File: src/plac_pkg.sv
// Package of constants for the pointer-add and computed-call execution block
package plac_pkg;
    localparam logic [7:0] ADD_PTR_UPPER = 8'hE8;
    localparam logic [15:0] CALL_ACC_OPCODE = 16'h0014;
    localparam logic [1:0] SEL_RETURN = 2'h3;
    localparam logic [20:0] RETURN_STEP = 21'h00_0002;
    localparam int PTR_W = 12;
    localparam int PC_W = 21;
    localparam logic [11:0] PTR_RESET = 12'h000;
    localparam logic [20:0] PC_RESET = 21'h00_0000;
    typedef enum logic [1:0] {PLAC_EXEC, PLAC_FLUSH} plac_state_e;
endpackage

File: src/plac_exec.sv
// Execution logic for pointer add, add-and-return and computed call
module plac_exec
    import plac_pkg::*;
(
    // Clock and reset
    input wire logic ref_clk,
    input wire logic rst,
    // Configuration
    input wire logic extendedSetEnable,
    // Fetched instruction
    input wire logic instrValid,
    input wire logic [15:0] instrWord,
    // Core state read
    input wire logic [20:0] programCounter,
    input wire logic [7:0] accumulatorRegister,
    input wire logic [7:0] programCounterLatchHigh,
    input wire logic [4:0] programCounterLatchUpper,
    input wire logic [20:0] returnStackTop,
    // Pointer write results
    output logic [11:0] indirectPointer0,
    output logic [11:0] indirectPointer1,
    output logic [11:0] stackFramePointer,
    // Program flow
    output logic pcLoad,
    output logic [20:0] pcValue,
    output logic stackPush,
    output logic [20:0] stackPushValue,
    output logic stackPop,
    output logic flushNop
);
    // Execute or flush; the flush state swallows the slot behind a jump
    plac_state_e state;
    plac_state_e next_state;

    // Pointer sum over full width, carry goes into high half
    // Wraps at 4096, so a carry out of the top bit is lost on purpose
    function automatic logic [11:0] ptrAdd(input logic [11:0] p, input logic [5:0] k);
        ptrAdd = p + {6'h00, k};
    endfunction

    // Decode, gated by enable and by the flush cycle
    wire logic live = instrValid && extendedSetEnable && (state == PLAC_EXEC);
    wire logic isAdd = live && (instrWord[15:8] == ADD_PTR_UPPER);
    wire logic [1:0] ptrSel = instrWord[7:6];
    wire logic [5:0] literal = instrWord[5:0];
    wire logic isAddRet = isAdd && (ptrSel == SEL_RETURN);
    wire logic isCall = live && (instrWord == CALL_ACC_OPCODE);
    wire logic [20:0] callTarget = {programCounterLatchUpper, programCounterLatchHigh,
        accumulatorRegister};
    // Accumulator, flags and bank select have no write port here at all
    wire logic [20:0] retAddr = programCounter + RETURN_STEP;

    // Held outputs keep their last value unless their instruction fires;
    // naming the next values keeps the flow register block short
    wire logic twoCycleOp = isAddRet || isCall;
    wire logic [20:0] next_pcValue = isCall ? callTarget
        : (isAddRet ? returnStackTop : pcValue);
    wire logic [20:0] next_stackPushValue = isCall ? retAddr : stackPushValue;

    // Two-cycle ops spend their second cycle as a no-operation
    always_comb begin
        next_state = PLAC_EXEC;
        if (isAddRet || isCall) begin
            next_state = PLAC_FLUSH;
        end
    end

    // Pointer registers
    always_ff @(posedge ref_clk) begin
        if (rst) begin
            indirectPointer0 <= PTR_RESET;
            indirectPointer1 <= PTR_RESET;
            stackFramePointer <= PTR_RESET;
        end else if (isAdd) begin
            unique case (ptrSel)
                2'h0: indirectPointer0 <= ptrAdd(indirectPointer0, literal);
                2'h1: indirectPointer1 <= ptrAdd(indirectPointer1, literal);
                default: stackFramePointer <= ptrAdd(stackFramePointer, literal);
            endcase
        end
    end

    // Flow control outputs, registered
    always_ff @(posedge ref_clk) begin
        if (rst) begin
            state <= PLAC_EXEC;
            pcLoad <= 1'b0;
            pcValue <= PC_RESET;
            stackPush <= 1'b0;
            stackPushValue <= PC_RESET;
            stackPop <= 1'b0;
            flushNop <= 1'b0;
        end else begin
            state <= next_state;
            pcLoad <= twoCycleOp;
            pcValue <= next_pcValue;
            stackPush <= isCall;
            stackPushValue <= next_stackPushValue;
            stackPop <= isAddRet;
            flushNop <= twoCycleOp;
        end
    end

    // Checks
    addret_flow_a: assert property (@(posedge ref_clk) disable iff (rst)
        isAddRet |=> pcLoad && stackPop && flushNop && pcValue == $past(returnStackTop))
        else $error("add-and-return flow wrong");
    call_flow_a: assert property (@(posedge ref_clk) disable iff (rst)
        isCall |=> stackPush && stackPushValue == $past(programCounter) + 21'h00_0002)
        else $error("call push wrong");
    call_target_a: assert property (@(posedge ref_clk) disable iff (rst)
        isCall |=> pcValue == {$past(programCounterLatchUpper),
            $past(programCounterLatchHigh), $past(accumulatorRegister)})
        else $error("call target wrong");
    flush_nop_a: assert property (@(posedge ref_clk) disable iff (rst)
        flushNop |-> !isAdd && !isCall)
        else $error("flush cycle executed");
    frame_add_a: assert property (@(posedge ref_clk) disable iff (rst)
        isAddRet |=> stackFramePointer == $past(stackFramePointer) + {6'h00, $past(literal)}
            && $stable(indirectPointer0) && $stable(indirectPointer1))
        else $error("frame add wrong");
    ptr_add_a: assert property (@(posedge ref_clk) disable iff (rst)
        isAdd && ptrSel == 2'h0 |=> indirectPointer0 ==
            $past(indirectPointer0) + {6'h00, $past(literal)})
        else $error("pointer add wrong");
    disabled_idle_a: assert property (@(posedge ref_clk) disable iff (rst)
        !extendedSetEnable |=> !pcLoad && !stackPush)
        else $error("acted while disabled");
    one_cycle_add_a: assert property (@(posedge ref_clk) disable iff (rst)
        isAdd && !isAddRet |=> !flushNop)
        else $error("plain add stalled");

    // Second and third pointers take the same sum as the first
    ptr1_add_a: assert property (@(posedge ref_clk) disable iff (rst)
        isAdd && ptrSel == 2'h1 |=> indirectPointer1 ==
            $past(indirectPointer1) + {6'h00, $past(literal)})
        else $error("second pointer add wrong");
    ptr2_add_a: assert property (@(posedge ref_clk) disable iff (rst)
        isAdd && ptrSel == 2'h2 |=> stackFramePointer ==
            $past(stackFramePointer) + {6'h00, $past(literal)})
        else $error("third pointer add wrong");

    // A plain add touches only the pointer it names
    add_only_zero_a: assert property (@(posedge ref_clk) disable iff (rst)
        isAdd && ptrSel == 2'h0 |=> $stable(indirectPointer1) && $stable(stackFramePointer))
        else $error("add to first pointer moved another");
    add_only_one_a: assert property (@(posedge ref_clk) disable iff (rst)
        isAdd && ptrSel == 2'h1 |=> $stable(indirectPointer0) && $stable(stackFramePointer))
        else $error("add to second pointer moved another");

    // Add-and-return pops the return stack and never pushes it
    addret_no_push_a: assert property (@(posedge ref_clk) disable iff (rst)
        isAddRet |=> !stackPush)
        else $error("add-and-return pushed");
    pop_source_a: assert property (@(posedge ref_clk) disable iff (rst)
        stackPop |-> $past(isAddRet))
        else $error("pop without add-and-return");

    // Calls never pop and leave every pointer alone; there is no write path
    // for accumulator, flags or bank select, so pointers are what is left
    call_no_pop_a: assert property (@(posedge ref_clk) disable iff (rst)
        isCall |=> !stackPop)
        else $error("call popped");
    push_source_a: assert property (@(posedge ref_clk) disable iff (rst)
        stackPush |-> $past(isCall))
        else $error("push without call");
    call_ptrs_a: assert property (@(posedge ref_clk) disable iff (rst)
        isCall |=> $stable(indirectPointer0) && $stable(indirectPointer1)
            && $stable(stackFramePointer))
        else $error("call changed a pointer");

    // Upper bytes of the call target come from the two latches
    call_upper_a: assert property (@(posedge ref_clk) disable iff (rst)
        isCall |=> pcValue[20:8] == {$past(programCounterLatchUpper),
            $past(programCounterLatchHigh)})
        else $error("call upper target wrong");
    // The low byte is the accumulator, whatever the old low byte was
    call_low_a: assert property (@(posedge ref_clk) disable iff (rst)
        isCall |=> pcValue[7:0] == $past(accumulatorRegister))
        else $error("call low target wrong");

    // Pulses last one cycle; a new op cannot start in the slot behind them
    flush_once_a: assert property (@(posedge ref_clk) disable iff (rst)
        flushNop |=> !flushNop && !pcLoad && !stackPush && !stackPop)
        else $error("no-operation cycle repeated");
    flush_state_a: assert property (@(posedge ref_clk) disable iff (rst)
        flushNop |-> state == PLAC_FLUSH)
        else $error("no-operation pulse outside flush state");
    load_flush_a: assert property (@(posedge ref_clk) disable iff (rst)
        pcLoad |-> flushNop)
        else $error("load without no-operation cycle");
    flush_ptrs_a: assert property (@(posedge ref_clk) disable iff (rst)
        state == PLAC_FLUSH |=> $stable(indirectPointer0) && $stable(indirectPointer1)
            && $stable(stackFramePointer))
        else $error("pointer changed in no-operation cycle");

    // Held targets change only when their instruction fires
    pc_hold_a: assert property (@(posedge ref_clk) disable iff (rst)
        !isCall && !isAddRet |=> $stable(pcValue))
        else $error("target changed without a jump");
    push_hold_a: assert property (@(posedge ref_clk) disable iff (rst)
        !isCall |=> $stable(stackPushValue))
        else $error("return address changed without a call");

    // With the enable clear nothing moves; an empty slot is idle as well
    disabled_ptrs_a: assert property (@(posedge ref_clk) disable iff (rst)
        !extendedSetEnable |=> $stable(indirectPointer0) && $stable(indirectPointer1)
            && $stable(stackFramePointer) && !stackPop && !flushNop)
        else $error("pointer moved while disabled");
    invalid_idle_a: assert property (@(posedge ref_clk) disable iff (rst)
        !instrValid |=> !pcLoad && $stable(indirectPointer0) && $stable(indirectPointer1)
            && $stable(stackFramePointer))
        else $error("acted on an empty slot");
endmodule // plac_exec

File: config.mk
export PLATFORM = sky130hd
export DESIGN_NAME = plac_exec
export DESIGN_NICKNAME = d
export VERILOG_FILES = /design/src/plac_pkg.sv /design/src/plac_exec.sv
export SDC_FILE = /design/constraint.sdc
export NUM_CORES = 1
export LEC_CHECK = 0
export ABC_AREA = 1
export BUFFER_PORTS_ARGS = -buffer_cell sky130_fd_sc_hd__buf_2
export CAP_MARGIN = 20
export CORE_ASPECT_RATIO = 1.1
export CORE_MARGIN = 3
export CORE_UTILIZATION = 51
export DETAILED_ROUTE_END_ITERATION = 8
export PLACE_DENSITY = 0.86
export SLEW_MARGIN = 20
export SYNTH_ARGS = -nofsm -noshare
export SYNTH_HDL_FRONTEND = slang
export SYNTH_SLANG_ARGS = --single-unit
File: constraint.sdc
create_clock -name ref_clk -period 2 [get_ports ref_clk]
set_input_delay 0 -clock ref_clk [delete_from_list [all_inputs] [get_ports ref_clk]]
set_output_delay 0 -clock ref_clk [all_outputs]
set_load 0.05 [all_outputs]
---- Word-level counts from Yosys, hierarchy flattened ----
Cells that the tools add are included.
W data, S select, Z words.
storage, ports and cells
  flip-flop bits (word level) ............. 83
  word-level logic and storage cells ...... 34
  input port bits ......................... 83
operators by class
  $add $sub $neg .......................... 4
  equality and inequality tests ........... 4
  reductions and logical operators ........ 13
  bitwise gates (word level) .............. 1
  mux-type cells .......................... 3
operators with widths
  cell                     number
  $mux W21                 2
  $add A12 B6 Y12          3
  $add A21 B2 Y21 const B  1
  $eq A16 B5 Y1 const B    1
  $eq A8 B8 Y1 const B     1
  $reduce_and A2 Y1        3
  $logic_and A1 B1 Y1      5
  $logic_not A2 Y1         2
  $eq A2 B1 Y1 const B     1
  $eq A2 B2 Y1 const B     1
  $reduce_bool A2 Y1       1
  $reduce_or A2 Y1         1
  $logic_or A1 B1 Y1       1
  $mux W1                  1
  $not A1 Y1               1

---- Longest topological paths before layout ----
Gate-level depths: netlist of the first run.
  depth after elaboration ................. 6
  gate-level depth with buffers ........... 12

---- Worst setup path after synthesis of the first run ----
Ideal clock, no wire load.
  path type ............................... flip-flop to flip-flop
  start ................................... reg indirectPointer1[0]
  end ..................................... reg indirectPointer1[8]
  arrival ................................. 1.941 ns
  path buffers ............................ 0
  required time ........................... 1.884 ns
  clock period less this slack ............ 2.057 ns
  slack ................................... -0.057 ns
  cell stages (with the launch flop) ...... 12
  cells stage by stage .................... dfxtp_1 ha_1 inv_1 fa_1 inv_1 nand3_1 nand3_1 nand2_1 nand2_1 nand3_1 o21ai_0 nor2_1
on the way
  word-level cells in the longest chain between the ends .. 1
ends and longest elaborated chain
  item                      line             RTL
  start: declaration        plac_exec.sv:21  output logic [11:0] indirectPointer1,
  start signal: assignment  plac_exec.sv:77  2'h1: indirectPointer1 <= ptrAdd(indirectPointer1, literal);
  $add A12 B6 Y12           plac_exec.sv:38  ptrAdd = p + {6'h00, k};
Every way passes these cells.
A chain may end at the register's enable or synchronous reset.

==> results of run 1 <==
-- synth_stat cells --
library cell	n
fa_1	3
nand4_1	31
buf_6	2
nand2_2	2
clkinv_1	1
clkbuf_1	11
xor2_1	6
nand2_1	202
nor2_4	1
inv_1	96
buf_1	2
nor2_8	1
nor3_1	5
ha_1	19
inv_2	1
or2_2	2
dfxtp_1	81
buf_2	12
xnor2_1	15
nor2_2	3
o21ai_1	4
o21ai_0	37
nand3b_1	1
nand3_4	2
buf_4	1
a21oi_1	51
a22oi_1	3
nand3_1	67
nand3_2	2
nor2_1	117
-- cell families (layout without fill, tap and decap cells) --
group	after synthesis	in the layout	share of synthesized area, %
AO/OA/AOI/OAI	95	95	9.69
XOR/XNOR	21	21	3.69
adder cells (fa/ha/maj)	22	22	5.98
AND/OR/NAND/NOR	436	436	37.9
flip-flops	81	81	32.5
buffers and inverters	126	333	10.2
-- worst paths after layout --
| kind | to | slack, ns | cells past startpoint |
|---|---|---|---|
| worst max-delay path | pcValue[2] | 0.13 | 8 |
| worst max register to register | pcValue[2] | 0.13 | 8 |
| worst min register to register | stackPushValue[7] | 0.45 | 2 |
| worst min-delay path | stackPushValue[16] | 0.02 | 4 |
-- worst min-delay path: stages --
cell	delay, ns
buf_2	0.12
xnor2_1	0.07
nor2_1	0.09
nor2_1	0.05
-- layer usage --
metal,GRT usage [%],share of wire [%]
met5,0,0
met4,12.9,4.6
met3,7.04,7.8
met2,46.3,48
met1,32.5,40
-- placed cells by master (no fill, tap or decap), drive strengths merged, types with 6 or more instances in the layout --
| master | n |
|---|---|
| inv | 96 |
| a21oi | 51 |
| xor2 | 6 |
| buf | 177 |
| nand3 | 71 |
| dfxtp | 81 |
| xnor2 | 15 |
| dlygate4sd3 | 41 |
| ha | 19 |
| nand2 | 204 |
| nand4 | 31 |
| o21ai | 41 |
| clkbuf | 10 |
| nor2 | 122 |
-- metrics by stage --
stage	power, W	std cells
after floorplan	0.00180	781
after global placement	0.00194	1047
after detailed placement	0.00195	1047
after CTS	0.00324	1104
after global routing	0.00337	1105
final	0.00323	1105
-- layout make-up --
type / instances / share of cell area, %
Clock buffer: 10 / 2.10
Timing Repair inverter: 1 / 0.115
Sequential cell: 81 / 24.8
Multi-Input combinational cell: 574 / 43.6
Inverter: 98 / 5.67
Clock inverter: 6 / 1.03
Timing Repair Buffer: 218 / 20.5
Tap cell: 117 / 2.23
-- power breakdown --
part           switching, W  internal, W  total (W)
Sequential      0.000000230      0.00161    0.00161
Combinational      0.000197     0.000176   0.000374
Clock              0.000633     0.000613    0.00125
-- state kept, by name, summed over array words and instances, names as in the netlist --
name,count
flushNop,1
stackFramePointer,12
indirectPointer1,12
indirectPointer0,12
stackPop,1
stackPush,1
stackPushValue,21
pcValue,21
-- repair_timing --
item / 4_1_cts / 5_1_grt
resized for setup: 0 / 5
hold buffers: 41 / 0
buffers inserted: 0 / 0
setup endpoints to repair: 0 / 16
hold endpoints to repair: 41 / 0
==> flow_summary.yaml, run 1 <==
status:
  status: "completed"
floorplanning:
  core_mm2: 0.00944
  die_w_um: 100
  start_util_pct: 52.8
  io_pins: 165
  dieHeight_um: 110
  die-area_mm2: 0.0110
  fp-row-count: 37
setup_path:
  arrival_ns: 2.12
  crit_path_cell_trace: "inv_1, nand3_1, nor2_2, nand3_4, nand2_2, clkinvlp_4, nor2_1, nor2_1"
  crit-reg2reg-launch: "flushNop"
  crit_path_top_delay_cell: "dfxtp_1"
  critPathLaunchType: "flop"
  critPathMostFrequentCell: "nor2_1"
  cp.buffers_inverters: 2
  critPathKind: "flop to flop"
  critPathTopFamily: "simple AND/OR/NAND/NOR gates"
  crit_fanout: 21
  critPathMaxStageDelay_ns: 0.33
  crit_path_end_kind: "flop"
  crit_required_ns: 2.25
  crit_path_start: "flushNop"
finish:
  fin_nets: 1088
  drive_above_1_share_pct: 21.6
  stdcell_area_mm2: 0.00655
  utilization_pct: 69.4
  diodes: 0
  seq_area_mm2: 0.00162
  area_growth_pct: 31.5
  fillers: 833
  multi_input_area_mm2: 0.00286
power_and_ir_drop:
  ir_drop_mv: 0.287
  leakage_nw: 3.61
  power-per-cell-area_mw_per_mm2: 493
yosys:
  avgSynthCellArea_um2: 6.38
  synth_top_area_cell: "dfxtp_1"
  netlist.area_leader.share_pct: 32.5
  syn-num-nets: 886
  yosysUniqueCellTypes: 30
  syn-cell-area_mm2: 0.00498
  synth_area_leaders: "dfxtp_1 (33%), nand2_1 (15%), nor2_1 (8.8%)"
  synth_cells: 781
  yosysSeqAreaShare_pct: 32.5
  ys.warnings.count: 0
  yosys_register_bits: 81
route:
  wirelength_um: 15500
  ant_nets: 0
  vias: 5830
  routed_via_density: 5.28
  first_pass_iters: 6
  drt_iter0_drc: 351
  drcViolationCount: 0
  detail_route.wl_per_cell_um: 14.1
global_route:
  grt_pass1_vias: 5297
  grt_max_degree: 37
  antenna_found_initial: 0
  grt_pass1_wl_um: 24400
  grt.total_usage_pct: 27.4
  gr-total-overflow: 0
sta:
  hold_viol: 0
  tightest_slew_ns: 0.420
  fin_setup_tns_ns: 0
  setup_slack_ns: 0.135
  max_freq_mhz: 536
  fin_crit_ns: 1.87
  hold_ws_ns: 0.0169
  relSlewSlack_pct: 71.9
  rsz0062_at_grt: "yes"
  period_share_pct: 93.3
  slew_violations: 0
  final-setup-viol-count: 0
  skew_ns: 0.00915
placement:
  gp_congestion: 0.913
  place_hpwl_um: 10400
  placed_area_mm2: 0.00592
  post-place-ws_ns: 0.181
  portBuffers: 164
clocking:
  cts_htree_levels: 3
  clk_pin_slew_ns: 0.09
  clockRootBuffer: "clkbuf_8"
  clk_latency_ns: 0.36
  numClockSinks: 81
  cts_tree: "yes"
  clock_path_buffers: 2
  cts_buffers: 9
run:
  drv_cap: 0
min_path:
  hp-class: "input pin to flop"
  worstHoldStart: "programCounter[16]"
Power figures use the tool's default switching activity.
==> run 2, diff against run 1 <==
ABC_AREA = unset   (was 1)
CORE_UTILIZATION = 50   (was 51)
==> run 2 against run 1 <==
The flow now finishes with violations (negative setup slack). Critical path depth shrank 1. Largest power group unchanged. Worst setup slack worse by 0.16 ns. Cell area is 4.2% lower. Sequential cell count did not move. Synthesized cell count is 32% lower. Wire length down 3.8%. Critical path type unchanged. Sequential share of layout area grew 1.4 points. Critical endpoint is now indirectPointer1[8].
==> flow_summary.yaml, run 2 <==
status:
  status: "finished, violations left"
  violations: "negative setup slack"
yosys:
  yosysUniqueCellTypes: 51
  synth_top_area_cell: "dfxtp_1"
  synth_common_cells: "dfxtp_1 (81), nand2_1 (62), a21oi_1 (47), nor2_1 (27), a311oi_1 (26)"
  syn-cell-area_mm2: 0.00454
  netlist.area_leader.share_pct: 35.7
  yosysSeqAreaShare_pct: 35.7
  synth-edff-count: 0
  synth_ff_type: "dfxtp_1"
  async_flop_share_pct: 0
  ys.warnings.count: 0
  synth_area_leaders: "dfxtp_1 (36%), ha_1 (5.2%), a21oi_1 (5.2%)"
  yosys.cell_count.top_type: "dfxtp_1"
  synth_cells: 534
  avgSynthCellArea_um2: 8.51
  syn-num-nets: 639
  yosys_register_bits: 81
placement:
  gp_congestion: 0.908
  dp.cells: 801
  portBuffers: 164
  place_hpwl_um: 10100
  placed_area_mm2: 0.00566
sta:
  skew_ns: 0.00698
  setup_slack_ns: -0.0208
  max_freq_mhz: 495
  tightest_slew_ns: 0.740
  hold_viol: 0
  fin_setup_tns_ns: -0.0208
  final-setup-viol-count: 1
  period_share_pct: 101
  slew_violations: 0
  relSlewSlack_pct: 50.7
  rsz0062_at_grt: "yes"
  fin_crit_ns: 2.02
route:
  wirelength_um: 14900
  vias: 5155
  detail_route.wl_per_cell_um: 17.5
  first_pass_iters: 4
  drcViolationCount: 0
  routed_via_density: 6.04
  ant_nets: 0
  drt_iter0_drc: 340
setup_path:
  crit_path_start: "indirectPointer1[0]"
  crit_path_end_kind: "flop"
  crit_required_ns: 2.24
  worstSetupEndpoint: "indirectPointer1[8]"
  arrival_ns: 2.26
  critPathKind: "flop to flop"
  critPathLaunchType: "flop"
  reg2reg_depth: 7
  crit_fanout: 4
  ff2ff_setup_slack_ns: -0.02
  reg2reg_to: "indirectPointer1[8]"
  crit-reg2reg-launch: "indirectPointer1[0]"
global_route:
  antenna_found_initial: 0
  grt_max_degree: 42
  gr-total-overflow: 0
  grt_pass1_vias: 5178
  grt_pass1_wl_um: 23900
  grt.total_usage_pct: 28.0
run:
  drv_cap: 0
floorplanning:
  fp-row-count: 35
  start_util_pct: 52.6
  die-area_mm2: 0.0103
  io_pins: 165
  dieHeight_um: 106
  core_mm2: 0.00863
  die_w_um: 96.9
finish:
  stdcell_area_mm2: 0.00628
  final_cell_mix: "buf_2 (164), dfxtp_1 (66), nand2_1 (62)"
  drive_above_1_share_pct: 34.6
  top_regs: "pcValue: 21 flops, stackPushValue: 21 flops"
  area_growth_pct: 38.2
  seq_area_mm2: 0.00164
  diodes: 0
  multi_input_area_mm2: 0.00286
  utilization_pct: 72.7
  final_common_cell: "buf_2"
  fin_nets: 844
  fillers: 598
  finalNonFillerCells: 853
clocking:
  clk_pin_slew_ns: 0.08
  clockRootBuffer: "clkbuf_8"
  clk_latency_ns: 0.35
  cts_htree_levels: 3
  cts_tree: "yes"
  cts_buffers: 9
  clock_path_buffers: 2
  numClockSinks: 81
power_and_ir_drop:
  ir_drop_mv: 0.315
  power-per-cell-area_mw_per_mm2: 479
  leakage_nw: 2.66
  power.total_w: 0.00301
min_path:
  hp-class: "input pin to flop"
==> run 2: stage by stage <==
step / hold WS [ns] / setup slack, ns
after floorplan: 0.0966 / -0.0636
after global placement: 0.245 / 0.0143
after detailed placement: 0.257 / -0.0591
after CTS: 0.00128 / 0.00694
after global routing: 0.0181 / -0.0738
final: 0.0192 / -0.0208
==> run 2: layer usage <==
| layer | up-vias | routed length [um] | GRT usage (%) |
|---|---|---|---|
| met5 | - | 0 | 0 |
| li1 | 2432 | - | - |
| met2 | 257 | 7540 | 49.3 |
| met4 | 0 | 541 | 12.5 |
| met3 | 49 | 1180 | 6.76 |
| met1 | 2417 | 5680 | 32.2 |
==> run 2: layout make-up <==
class                      count  area share, %
clock buffer                  11           2.25
timing repair buffer         228           22.8
multi-input combinational    407           45.6
tap                          111           2.21
inverter                      12          0.718
clock inverter                 3          0.299
sequential                    81           26.2
==> run 2: worst min-delay path by stage <==
stage | from | to | cells after the start
2_1_floorplan | programCounter[1] | stackPushValue[1] | 1
3_3_place_gp | programCounter[1] | stackPushValue[1] | 2
3_5_place_dp | programCounter[1] | stackPushValue[1] | 2
4_1_cts | programCounter[14] | stackPushValue[14] | 3
5_1_grt | programCounter[14] | stackPushValue[14] | 3
6_report | programCounter[14] | stackPushValue[14] | 3
==> run 2: where the power goes <==
group	internal [W]	switching, W
Combinational	0.000162	0.000175
Sequential	0.00161	0.000000136
Clock	0.000470	0.000590
==> run 2: worst max-delay path: stages (launching register included) <==
cell	delay, ns
dfxtp_4	0.36
ha_4	0.14
inv_2	0.04
fa_2	0.36
nor2b_4	0.16
o31ai_4	0.10
a2111oi_4	0.41
mux2_4	0.33
==> run 2: cells by family (layout without fill, tap and decap cells) <==
logic type,after synthesis,count (layout),share of synthesized area [%]
XOR/XNOR,19,19,3.66
AO/OA/AOI/OAI,148,148,22.9
multiplexers,13,13,3.09
AND/OR/NAND/NOR,205,205,23.8
flip-flops,81,81,35.7
buffers and inverters,46,254,4.21
adder cells (fa/ha/maj),22,22,6.56
==> run 2: what timing repair did <==
action,CTS,global route
hold buffers,35,0
gates resized for setup,4,13
setup buffers,3,0
pin swaps,4,2
hold endpoints to repair,35,0
endpoints found under the setup margin,3,11
==> run 3, diff against run 2 <==
ABC_AREA = 1   (was unset)
CORE_UTILIZATION = 51   (was 50)
SKIP_CTS_REPAIR_TIMING = 1   (was unset)
==> run 3 against run 2 <==
The flow finishes with violations (negative hold slack). Clock power rose by 17%. Non-clock buffer count fell by 29. Cell area grew 1.6%. Power rose by 6.2%. Wire length decreased by 2.6%. Combinational power barely moved. Count of clock-buffer cells in the layout shrank 1. Die area is 7.1% higher. Largest power group unchanged. Highest routed layer unchanged.
==> flow_summary.yaml, run 3 (synthesized netlist as in run 1, its figures left out) <==
status:
  status: "finished, violations left"
  violations: "negative hold slack"
global_route:
  gr-total-overflow: 0
  grt.total_usage_pct: 24.5
  grt_pass1_wl_um: 22000
  antenna_found_initial: 0
  grt_pass1_vias: 4827
  grt_max_degree: 37
clocking:
  clockRootBuffer: "clkbuf_8"
  cts_tree: "yes"
  cts_buffers: 9
  clk_latency_ns: 0.35
  clk_pin_slew_ns: 0.09
  numClockSinks: 81
  clock_path_buffers: 2
  cts_htree_levels: 3
route:
  detail_route.wl_per_cell_um: 13.4
  drt_iter0_drc: 334
  dr_wl_met3_um: 1170
  ant_nets: 0
  top_layer: "met4"
  first_pass_iters: 5
  drcViolationCount: 0
  vias: 5669
  wirelength_um: 14600
  met2_length_um: 7010
  wl_met1_um: 5930
  routed_via_density: 5.22
power_and_ir_drop:
  power-per-cell-area_mw_per_mm2: 501
  ir_drop_mv: 0.284
  leakage_nw: 3.54
run:
  drv_cap: 0
sta:
  slew_violations: 0
  hold_viol: 11
  fin_crit_ns: 1.80
  period_share_pct: 89.8
  relSlewSlack_pct: 71.9
  final-setup-viol-count: 0
  rsz0062_at_grt: "no"
  max_freq_mhz: 557
  fin_setup_tns_ns: 0
  tightest_slew_ns: 0.420
  hold_ws_ns: -0.0504
  skew_ns: 0.00943
finish:
  fillers: 889
  drive_above_1_share_pct: 22.0
  fin_nets: 1070
  final_common_cell: "nand2_1"
  diodes: 0
  top_regs: "pcValue: 21 flops, stackPushValue: 21 flops"
  final_cell_mix: "nand2_1 (201), buf_2 (164), nor2_1 (117)"
  area_growth_pct: 27.9
  utilization_pct: 67.5
setup_path:
  arrival_ns: 2.05
  crit_path_top_delay_cell: "fa_1"
  critPathMostFrequentCell: "nand3_1"
  critPathLaunchType: "flop"
  crit_required_ns: 2.25
  crit_path_end_kind: "flop"
  crit_fanout: 3
  crit_path_cell_trace: "ha_1, inv_1, fa_1, inv_1, nand3_1, nand3_1, nand2_1, nand2_1, nand3_1, o21ai_1, nor2_1"
  critPathKind: "flop to flop"
  critPathMaxStageDelay_ns: 0.40
floorplanning:
  die_w_um: 100
  fp-row-count: 37
  io_pins: 165
  die-area_mm2: 0.0110
  dieHeight_um: 110
  core_mm2: 0.00944
  start_util_pct: 52.8
placement:
  place_hpwl_um: 10400
  portBuffers: 164
  gp_congestion: 0.913
min_path:
  hp-class: "input pin to flop"
==> run 3: layout make-up <==
type	count	area [um^2]	share of cell area [%]
multi-input cells	574	2860	44.9
flip-flops and latches	81	1620	25.5
repair inverters	2	15.0	0.236
inverters	98	372	5.83
repair buffers	199	1150	18.1
clock inverters	6	67.6	1.06
clock buffers	10	138	2.16
well taps	117	146	2.30
==> run 3: path summary, 6_finish.rpt <==
check,from,to,slack (ns),cells past startpoint
setup reg to reg,indirectPointer1[0],indirectPointer1[8],0.20,11
hold / removal,returnStackTop[0],pcValue[0],-0.05,5
hold reg to reg,stackPushValue[7],stackPushValue[7],0.45,2
setup / recovery,indirectPointer1[0],indirectPointer1[8],0.20,11
==> run 3: routing by layer <==
metal  global-route usage [%]  up-vias
li1                         -     2868
met1                     30.9     2521
met2                     40.8      241
met4                     8.76        0
met3                     6.03       39
met5                        0        -
==> run 3: per-stage QoR <==
step | hold slack (ns) | power (W) | cells | area [um^2] | setup WS [ns]
final | -0.0504 | 0.00319 | 1087 | 6370 | 0.204
after global placement | 0.217 | 0.00194 | 1047 | 5920 | 0.277
after CTS | -0.176 | 0.00318 | 1063 | 6130 | 0.158
after floorplan | 0.0691 | 0.00180 | 781 | 4980 | 0.0613
after detailed placement | 0.221 | 0.00195 | 1047 | 5920 | 0.181
after global routing | 0.000540 | 0.00334 | 1087 | 6370 | 0.0118
==> run 3: worst max-delay path, delay by kind of cell, from the launching register on <==
family                     cells  cell delay [ns]
buffers and inverters          2             0.15
AOI/OAI and AO/OA              1             0.14
adders and majority gates      2             0.57
DFF                            1             0.35
and+or+nand+nor                6             0.48
==> run 3: power breakdown <==
group	internal, W	switching [W]	total [W]
clock network	0.000613	0.000629	0.00124
logic	0.000152	0.000188	0.000340
registers	0.00161	0.000000226	0.00161
